==> src/inc/uar_pkg.sv <==
// uar_pkg: constants for the serial address recognition block
// assumes an 8-bit special-function register port, byte wide only
package uar_pkg;
  localparam int          ADDR_W          = 8;
  localparam int          DATA_W          = 8;
  localparam logic [7:0]  OFF_ADDR_VALUE  = 8'ha9;
  localparam logic [7:0]  OFF_ADDR_MASK   = 8'hb9;
  localparam logic [7:0]  OFF_MATCH_STAT  = 8'hc9;
  localparam logic [7:0]  RST_ADDR_VALUE  = 8'h00;
  localparam logic [7:0]  RST_ADDR_MASK   = 8'h00;
  localparam logic [7:0]  RD_UNMAPPED     = 8'h00;
  localparam int          STAT_GIVEN_BIT  = 0;
  localparam int          STAT_BCAST_BIT  = 1;
  localparam int          STAT_ACCEPT_BIT = 2;
endpackage

==> src/hw/uar_match_bit.sv <==
// uar_match_bit: per-bit compare of a received byte against given and broadcast forms
// assumes inputs are registered values from the same clock
`timescale 1ns/10ps
module uar_match_bit
  import uar_pkg::*;
(
  input  wire logic [DATA_W-1:0] rxByte,
  input  wire logic [DATA_W-1:0] addrValue,
  input  wire logic [DATA_W-1:0] addrMask,
  output logic                   givenHit,
  output logic                   bcastHit
);
  logic [DATA_W-1:0] bcastForm;
  logic [DATA_W-1:0] givenOk;
  logic [DATA_W-1:0] bcastOk;

  assign bcastForm = addrValue | addrMask; // [RULE_01]

  genvar i;
  generate
    for (i = 0; i < DATA_W; i++) begin : gBit
      // mask zero means the position is ignored
      assign givenOk[i] = ~addrMask[i] | (rxByte[i] == addrValue[i]); // [RULE_06]
      // zero in the or result is a don't-care
      assign bcastOk[i] = ~bcastForm[i] | rxByte[i]; // [RULE_01]
    end
  endgenerate

  assign givenHit = &givenOk; // [RULE_03]
  assign bcastHit = &bcastOk; // [RULE_03]
endmodule

==> src/hw/uar_addr_recog.sv <==
// uar_addr_recog: slave address recognition for a multiprocessor serial port
// assumes the receiver presents a complete address byte with a one-cycle strobe
//
// Overview of operation
// RULE_01: broadcast address is value OR mask; zero bits there are don't-care.
// RULE_02: reset loads both value and mask registers with zero.
// RULE_03: with both registers zero, any received address byte is accepted.
// RULE_04: mask register at B9h, eight bits, zero at reset, whole byte only.
// RULE_05: value register at A9h, eight bits, zero at reset, whole byte only.
// RULE_06: given address matches where mask bits are one; mask zero bits ignored.
`timescale 1ns/10ps
module uar_addr_recog
  import uar_pkg::*;
(
  input  wire logic              clk,
  input  wire logic              resetn,
  input  wire logic [ADDR_W-1:0] regAddr,
  input  wire logic [DATA_W-1:0] regWdata,
  input  wire logic              regWr,
  input  wire logic              regRd,
  output logic      [DATA_W-1:0] regRdata,
  input  wire logic [DATA_W-1:0] rxByte,
  input  wire logic              rxAddrValid,
  output logic                   addrAccept,
  output logic                   addrGiven,
  output logic                   addrBcast,
  output logic                   matchValid
);
  logic [DATA_W-1:0] slaveAddrValue_r;
  logic [DATA_W-1:0] slaveAddrValue_nxt;
  logic [DATA_W-1:0] slaveAddrMask_r;
  logic [DATA_W-1:0] slaveAddrMask_nxt;
  logic [DATA_W-1:0] regRdata_r;
  logic [DATA_W-1:0] regRdata_nxt;
  logic              addrAccept_r;
  logic              addrAccept_nxt;
  logic              addrGiven_r;
  logic              addrGiven_nxt;
  logic              addrBcast_r;
  logic              addrBcast_nxt;
  logic              matchValid_r;
  logic              matchValid_nxt;
  logic              givenHit;
  logic              bcastHit;

  uar_match_bit uMatch (
    .rxByte    (rxByte),
    .addrValue (slaveAddrValue_r),
    .addrMask  (slaveAddrMask_r),
    .givenHit  (givenHit),
    .bcastHit  (bcastHit)
  );

  // register writes, whole byte only
  always_comb begin
    slaveAddrValue_nxt = slaveAddrValue_r;
    slaveAddrMask_nxt  = slaveAddrMask_r;
    if (regWr) begin
      case (regAddr)
        OFF_ADDR_VALUE: slaveAddrValue_nxt = regWdata; // [RULE_05]
        OFF_ADDR_MASK:  slaveAddrMask_nxt  = regWdata; // [RULE_04]
        default: begin
        end
      endcase
    end
  end

  // read data valid in the cycle after the strobe only
  always_comb begin
    regRdata_nxt = RD_UNMAPPED;
    if (regRd) begin
      case (regAddr)
        OFF_ADDR_VALUE: regRdata_nxt = slaveAddrValue_r; // [RULE_05]
        OFF_ADDR_MASK:  regRdata_nxt = slaveAddrMask_r;  // [RULE_04]
        OFF_MATCH_STAT: begin
          regRdata_nxt                  = RD_UNMAPPED;
          regRdata_nxt[STAT_GIVEN_BIT]  = addrGiven_r;
          regRdata_nxt[STAT_BCAST_BIT]  = addrBcast_r;
          regRdata_nxt[STAT_ACCEPT_BIT] = addrAccept_r;
        end
        default: regRdata_nxt = RD_UNMAPPED;
      endcase
    end
  end

  // result held until next address byte; pulse marks a fresh decision
  always_comb begin
    addrGiven_nxt  = addrGiven_r;
    addrBcast_nxt  = addrBcast_r;
    addrAccept_nxt = addrAccept_r;
    matchValid_nxt = 1'b0;
    if (rxAddrValid) begin
      addrGiven_nxt  = givenHit;
      addrBcast_nxt  = bcastHit;
      addrAccept_nxt = givenHit | bcastHit; // [RULE_03]
      matchValid_nxt = 1'b1;
    end
  end

  always_ff @(posedge clk or negedge resetn) begin
    if (!resetn) begin
      slaveAddrValue_r <= RST_ADDR_VALUE; // [RULE_02]
      slaveAddrMask_r  <= RST_ADDR_MASK;  // [RULE_02]
      regRdata_r       <= RD_UNMAPPED;
      addrGiven_r      <= 1'b0;
      addrBcast_r      <= 1'b0;
      addrAccept_r     <= 1'b0;
      matchValid_r     <= 1'b0;
    end else begin
      slaveAddrValue_r <= slaveAddrValue_nxt;
      slaveAddrMask_r  <= slaveAddrMask_nxt;
      regRdata_r       <= regRdata_nxt;
      addrGiven_r      <= addrGiven_nxt;
      addrBcast_r      <= addrBcast_nxt;
      addrAccept_r     <= addrAccept_nxt;
      matchValid_r     <= matchValid_nxt;
    end
  end

  assign regRdata   = regRdata_r;
  assign addrGiven  = addrGiven_r;
  assign addrBcast  = addrBcast_r;
  assign addrAccept = addrAccept_r;
  assign matchValid = matchValid_r;
endmodule

==> config.mk <==
export PLATFORM = sky130hd
export DESIGN_NAME = uar_addr_recog
export DESIGN_NICKNAME = d
export VERILOG_FILES = /design/src/inc/uar_pkg.sv /design/src/hw/uar_match_bit.sv /design/src/hw/uar_addr_recog.sv
export SDC_FILE = /design/constraint.sdc
export NUM_CORES = 1
export LEC_CHECK = 0
export ABC_AREA = 1
export BUFFER_PORTS_ARGS = -buffer_cell sky130_fd_sc_hd__buf_2
export CORE_MARGIN = 2
export CORE_UTILIZATION = 30
export DETAILED_ROUTE_END_ITERATION = 8
export SETUP_SLACK_MARGIN = 0.15
export SLEW_MARGIN = 10
export SYNTH_ARGS = -nofsm -noshare
export SYNTH_HDL_FRONTEND = slang
export SYNTH_SLANG_ARGS = --single-unit
==> constraint.sdc <==
create_clock -name clk -period 1.4 [get_ports clk]
set_input_delay 0.28 -clock clk [delete_from_list [all_inputs] [get_ports clk]]
set_output_delay 0.28 -clock clk [all_outputs]
set_load 0.01 [all_outputs]
-- After elaboration in Yosys (flattened, before gate mapping)
Index checks and enable logic that the tools add are counted.
- register bits: 28
- output and inout port bits: 12
- eq/ne operators: 11
- muxes and demuxes: 3
- bitwise gates (word level): 34
- reductions and logical operators: 4
- operators by type and width (operator ; number):
    $eq 8x8->1 const B ; 3
    $pmux 8 s3 ; 1
    $or 1x1->1 ; 17
    $not 1->1 ; 16
    $reduce_and 8->1 ; 2
    $eq 1x1->1 ; 8
    $mux 8 ; 1
    $or 8x8->8 ; 1
    $reduce_and 2->1 ; 2
    $mux 1 ; 1

-- Depth between registers and ports, before layout
- depth in word-level cells: 5
- depth in mapped cells: 8

-- By module
Synthesis repeated with hierarchy kept, for this count alone.
- cells, all modules: 199
- area, all modules: 1515.2 µm²
- modules (own cells, without submodules) (module ; instances ; cells an instance ; area an instance (µm²)):
    uar_addr_recog ; 1 ; 146 ; 1281.2
    uar_match_bit ; 1 ; 53 ; 234.0

-- Least setup slack after synthesis
No wires, ideal clock.
- path kind: input port to flip-flop
- start: in regAddr[6]
- end: reg slaveAddrValue_r[0]
- library setup time: 0.126 ns
- data arrival time: 1.106 ns
- data required time: 1.274 ns
- path slack: 0.168 ns
- stages: 7
- path buffers: 1
- path through: inv_1 nand2_4 nor3_4 nand2_4 nor2_8 buf_8 o21ai_0
- word-level cells in the longest chain between the ends: 2
- RTL lines (item ; RTL line ; text):
    start, declared ; uar_addr_recog.sv:17 ; input wire logic [ADDR_W-1:0] regAddr,
    $eq 8x8->1 ; uar_addr_recog.sv:59 ; case (regAddr)
    $reduce_and 2->1 (no line) ; -- ;
    end signal, assigned ; uar_addr_recog.sv:110 ; slaveAddrValue_r <= slaveAddrValue_nxt;
    end, declared ; uar_addr_recog.sv:29 ; logic [DATA_W-1:0] slaveAddrValue_r;
No other way between the ends.
A chain may end at the register's enable or synchronous reset.

-- Worst setup path in the final report
- start: reg slaveAddrValue_r[6]
- end: reg addrAccept_r (netlist: addrAccept)
- word-level cells in the longest chain between the ends: 5
- elaborated cells on any way between the ends: 8
- RTL lines (item ; RTL line ; text):
    $or 8x8->8 ; uar_match_bit.sv:17 ; assign bcastForm = addrValue | addrMask;
    $not 1->1 ; uar_match_bit.sv:25 ; assign bcastOk[i] = ~bcastForm[i] | rxByte[i];
    $or 1x1->1 ; uar_match_bit.sv:25 ;
    $reduce_and 8->1 ; uar_match_bit.sv:30 ; assign bcastHit = &bcastOk;
    $or 1x1->1 * ; uar_addr_recog.sv:95 ; addrAccept_nxt = givenHit | bcastHit;
    end signal, assigned ; uar_addr_recog.sv:115 ; addrAccept_r <= addrAccept_nxt;
    end, declared ; uar_addr_recog.sv:35 ; logic addrAccept_r;
Mark *: on every way between the ends. The rest lies on a longest branch, timed or not.

==> metrics <==
status finished, final reports clean; DR iter-0 viols 109; Resized Gates After CTS 0; Synth Area in Adders 0%; H-Tree Depth 1; Tmin final 1.118 ns; Critical Path AT 1.34 ns; Syn Inst Count 190; Placer Congestion 0.7638; WS Path Type reg2reg; Setup violations, final 0; total power 1.596 mW; Setup Buffers After CTS 0; post-DP HPWL 2634 um; antenna diode count 0; drc violations 0; Core Region 4755 um2; Slew headroom 58.82%; Post-synth EDFFs 0; hold_buf cts 0; Via Count 1,319; vias in the first global route 1,229; Synth area leader dfrtp_1; Worst-Skew Late Latency 0.28 ns; Cells after DPL 297; remaining global-route overflow 0; WL/cell 11.05 um; static leakage 1.017 nW; first-pass GRT wire length 5685 um; worst endpoint required time 1.62 ns; non-filler instance count after layout 301; fillcell total 531; die width 74.60 um; synthesized area per cell 7.869 um2; Max clock buf depth 2; GRT Util Overall 13.31%; type of origin of the critical path register; Cell Area, Synth 1495 um2; final hold violation count 0; clk root buf clkbuf_8; power density over the cells 873.6 nW/um2; CTS tree done; total die area 5564 um2; ys async rst share 100.0%; ranking of synthesized cells by area dfrtp_1, nand2_1, nand3_1, o21ai_0, inv_1; main combinational cell family by area after synthesis simple AND/OR/NAND/NOR gates; Peak supply drop 0.3679 mV; RSZ-0062 raised after global routing false; most numerous cell in the Yosys netlist nand2_1; Worst Max-Slew Pin Slew 0.6178 ns; IO Count 41; final period utilization 79.89%; Synth Area in XOR/XNOR 0%; mux cell area share after synthesis 0%; Crit-path slowest cell dfrtp_1; Crit path largest cell delay 0.42 ns; crit end category register; Synthesized Nets 219; cts bufs inserted 3; Post-DP Area 1772 um2; Setup Skew 0.006131 ns; most frequent cell on the critical path nand3_1; f_max 894.1 MHz; initial antenna violation count 0; worst hold path type in2async; Worst Hold Margin 0.002688 ns; #FFs+latches synth 28; Initial Utilization 31.45%; Warnings, synthesis 0; fraction of the yosys area taken by sequential cells 46.86%; Worst-path clk slew 0.10 ns; max_cap viols 0; finished layout cell area 1827 um2; post-synthesis simple-gate area fraction 34.31%; FF-to-FF setup slack 0.28 ns; critical path cell sequence inv_1 > nand2_1 > nand3_1 > nand2_1 > nor2_1 > nand3_1 > nand3_1; clk sinks 28; port buffer count 40; CP top delay family simple AND/OR/NAND/NOR gates; row count 25; routed vias/inst 4.382; r2r worst-path depth 7; Final #Nets 264; area added between synthesis and finish 22.18%; Top FF cell, synth dfrtp_1; Die Y 74.60 um; r2r endpoint addrAccept; final slew viol count 0; Critical path buffers and inverters 1; commonest cells in the synthesized netlist nand2_1, nand3_1, dfrtp_1, inv_1, o21ai_0; FF-to-FF Start slaveAddrValue_r[6]; first-pass iteration count of the detailed router 4; Worst Path Max Fanout 4; Yosys top cell area share 46.86%; Synth Area in Compound Gates 10.54%; pin count of the biggest net entering global routing 29; antenna-violating nets left 0; share of cells above drive strength 1 26.07%; setup TNS 0 ns; Routed Wire Length 3326 um; Synth cell types 17
registers in the layout, summed over array words and instances, names as in the netlist:
| name | cells |
|---|---|
| slaveAddrValue_r | 8 |
| addrBcast | 1 |
| addrAccept | 1 |
| slaveAddrMask_r | 8 |
| addrGiven | 1 |
| matchValid | 1 |
| regRdata | 8 |
worst max path at each step:
stage	from	end	slack, ns	cells past startpoint
floorplan	regAddr[6]	slaveAddrValue_r[0]	0.17	7
CTS	addrGiven	addrGiven	0.27	1
global route	slaveAddrMask_r[1]	addrAccept	0.16	5
finish	slaveAddrValue_r[6]	addrAccept	0.28	7
global placement	regAddr[2]	regRdata[1]	0.11	7
detailed placement	regAddr[2]	regRdata[1]	0.09	7
metal layers:
metal | vias up | GRT usage, % | wire [um] | share of wire (%)
met5 | - | 0 | 0 | 0
met4 | 0 | 5.754 | 74 | 2.2
met3 | 6 | 0.8130 | 141 | 4.2
met2 | 40 | 19.76 | 1453 | 44
met1 | 576 | 19.98 | 1656 | 50
li1 | 697 | - | - | -
cell type report:
class | count | area (um2) | area share (%)
repair buffers | 43 | 222.7 | 12.19
inverters | 25 | 93.84 | 5.137
well taps | 67 | 83.83 | 4.589
flip-flops and latches | 28 | 700.7 | 38.36
multi-input cells | 134 | 670.6 | 36.71
clock buffers | 4 | 55.05 | 3.014
stage by stage:
step | setup slack, ns | utilization [%]
after floorplan | 0.1680 | -
after global placement | 0.1063 | 37.26
after detailed placement | 0.09386 | 37.26
after CTS | 0.2748 | 38.42
after global routing | 0.1557 | 38.42
final | 0.2815 | 38.42
cell usage in the layout (no fill, tap or decap):
cell type,count
nand2_1,56
buf_2,40
nand3_1,32
dfrtp_1,28
inv_1,24
o21ai_0,22
a21oi_1,6
nand2_2,4
nor2_1,4
clkbuf_8,4
buf_4,3
nand2_4,2
nor3_4,2
nor2_4,2
o21ai_2,2
inv_2,1
nor3_1,1
nor2_8,1
report_power, final:
group / switching [mW] / internal, mW / total [mW]
logic: 0.126 / 0.0775 / 0.203
registers: 0.0375 / 0.845 / 0.883
clock network: 0.258 / 0.252 / 0.510
kinds of logic (layout without fill, tap and decap cells):
group                  Yosys count  in the layout
and+or+nand+nor                104            104
AOI/OAI and AO/OA               30             30
DFF                             28             28
buffers and inverters           28             72
worst reg2reg max path, stage by stage, from the launching register on:
cell and delay [ns]:
dfrtp_1 0.42, inv_1 0.11, nand2_1 0.06, nand3_1 0.06, nand2_1 0.05, nor2_1 0.15, nand3_1 0.14, nand3_1 0.08
(Power assumes the default switching activity.)
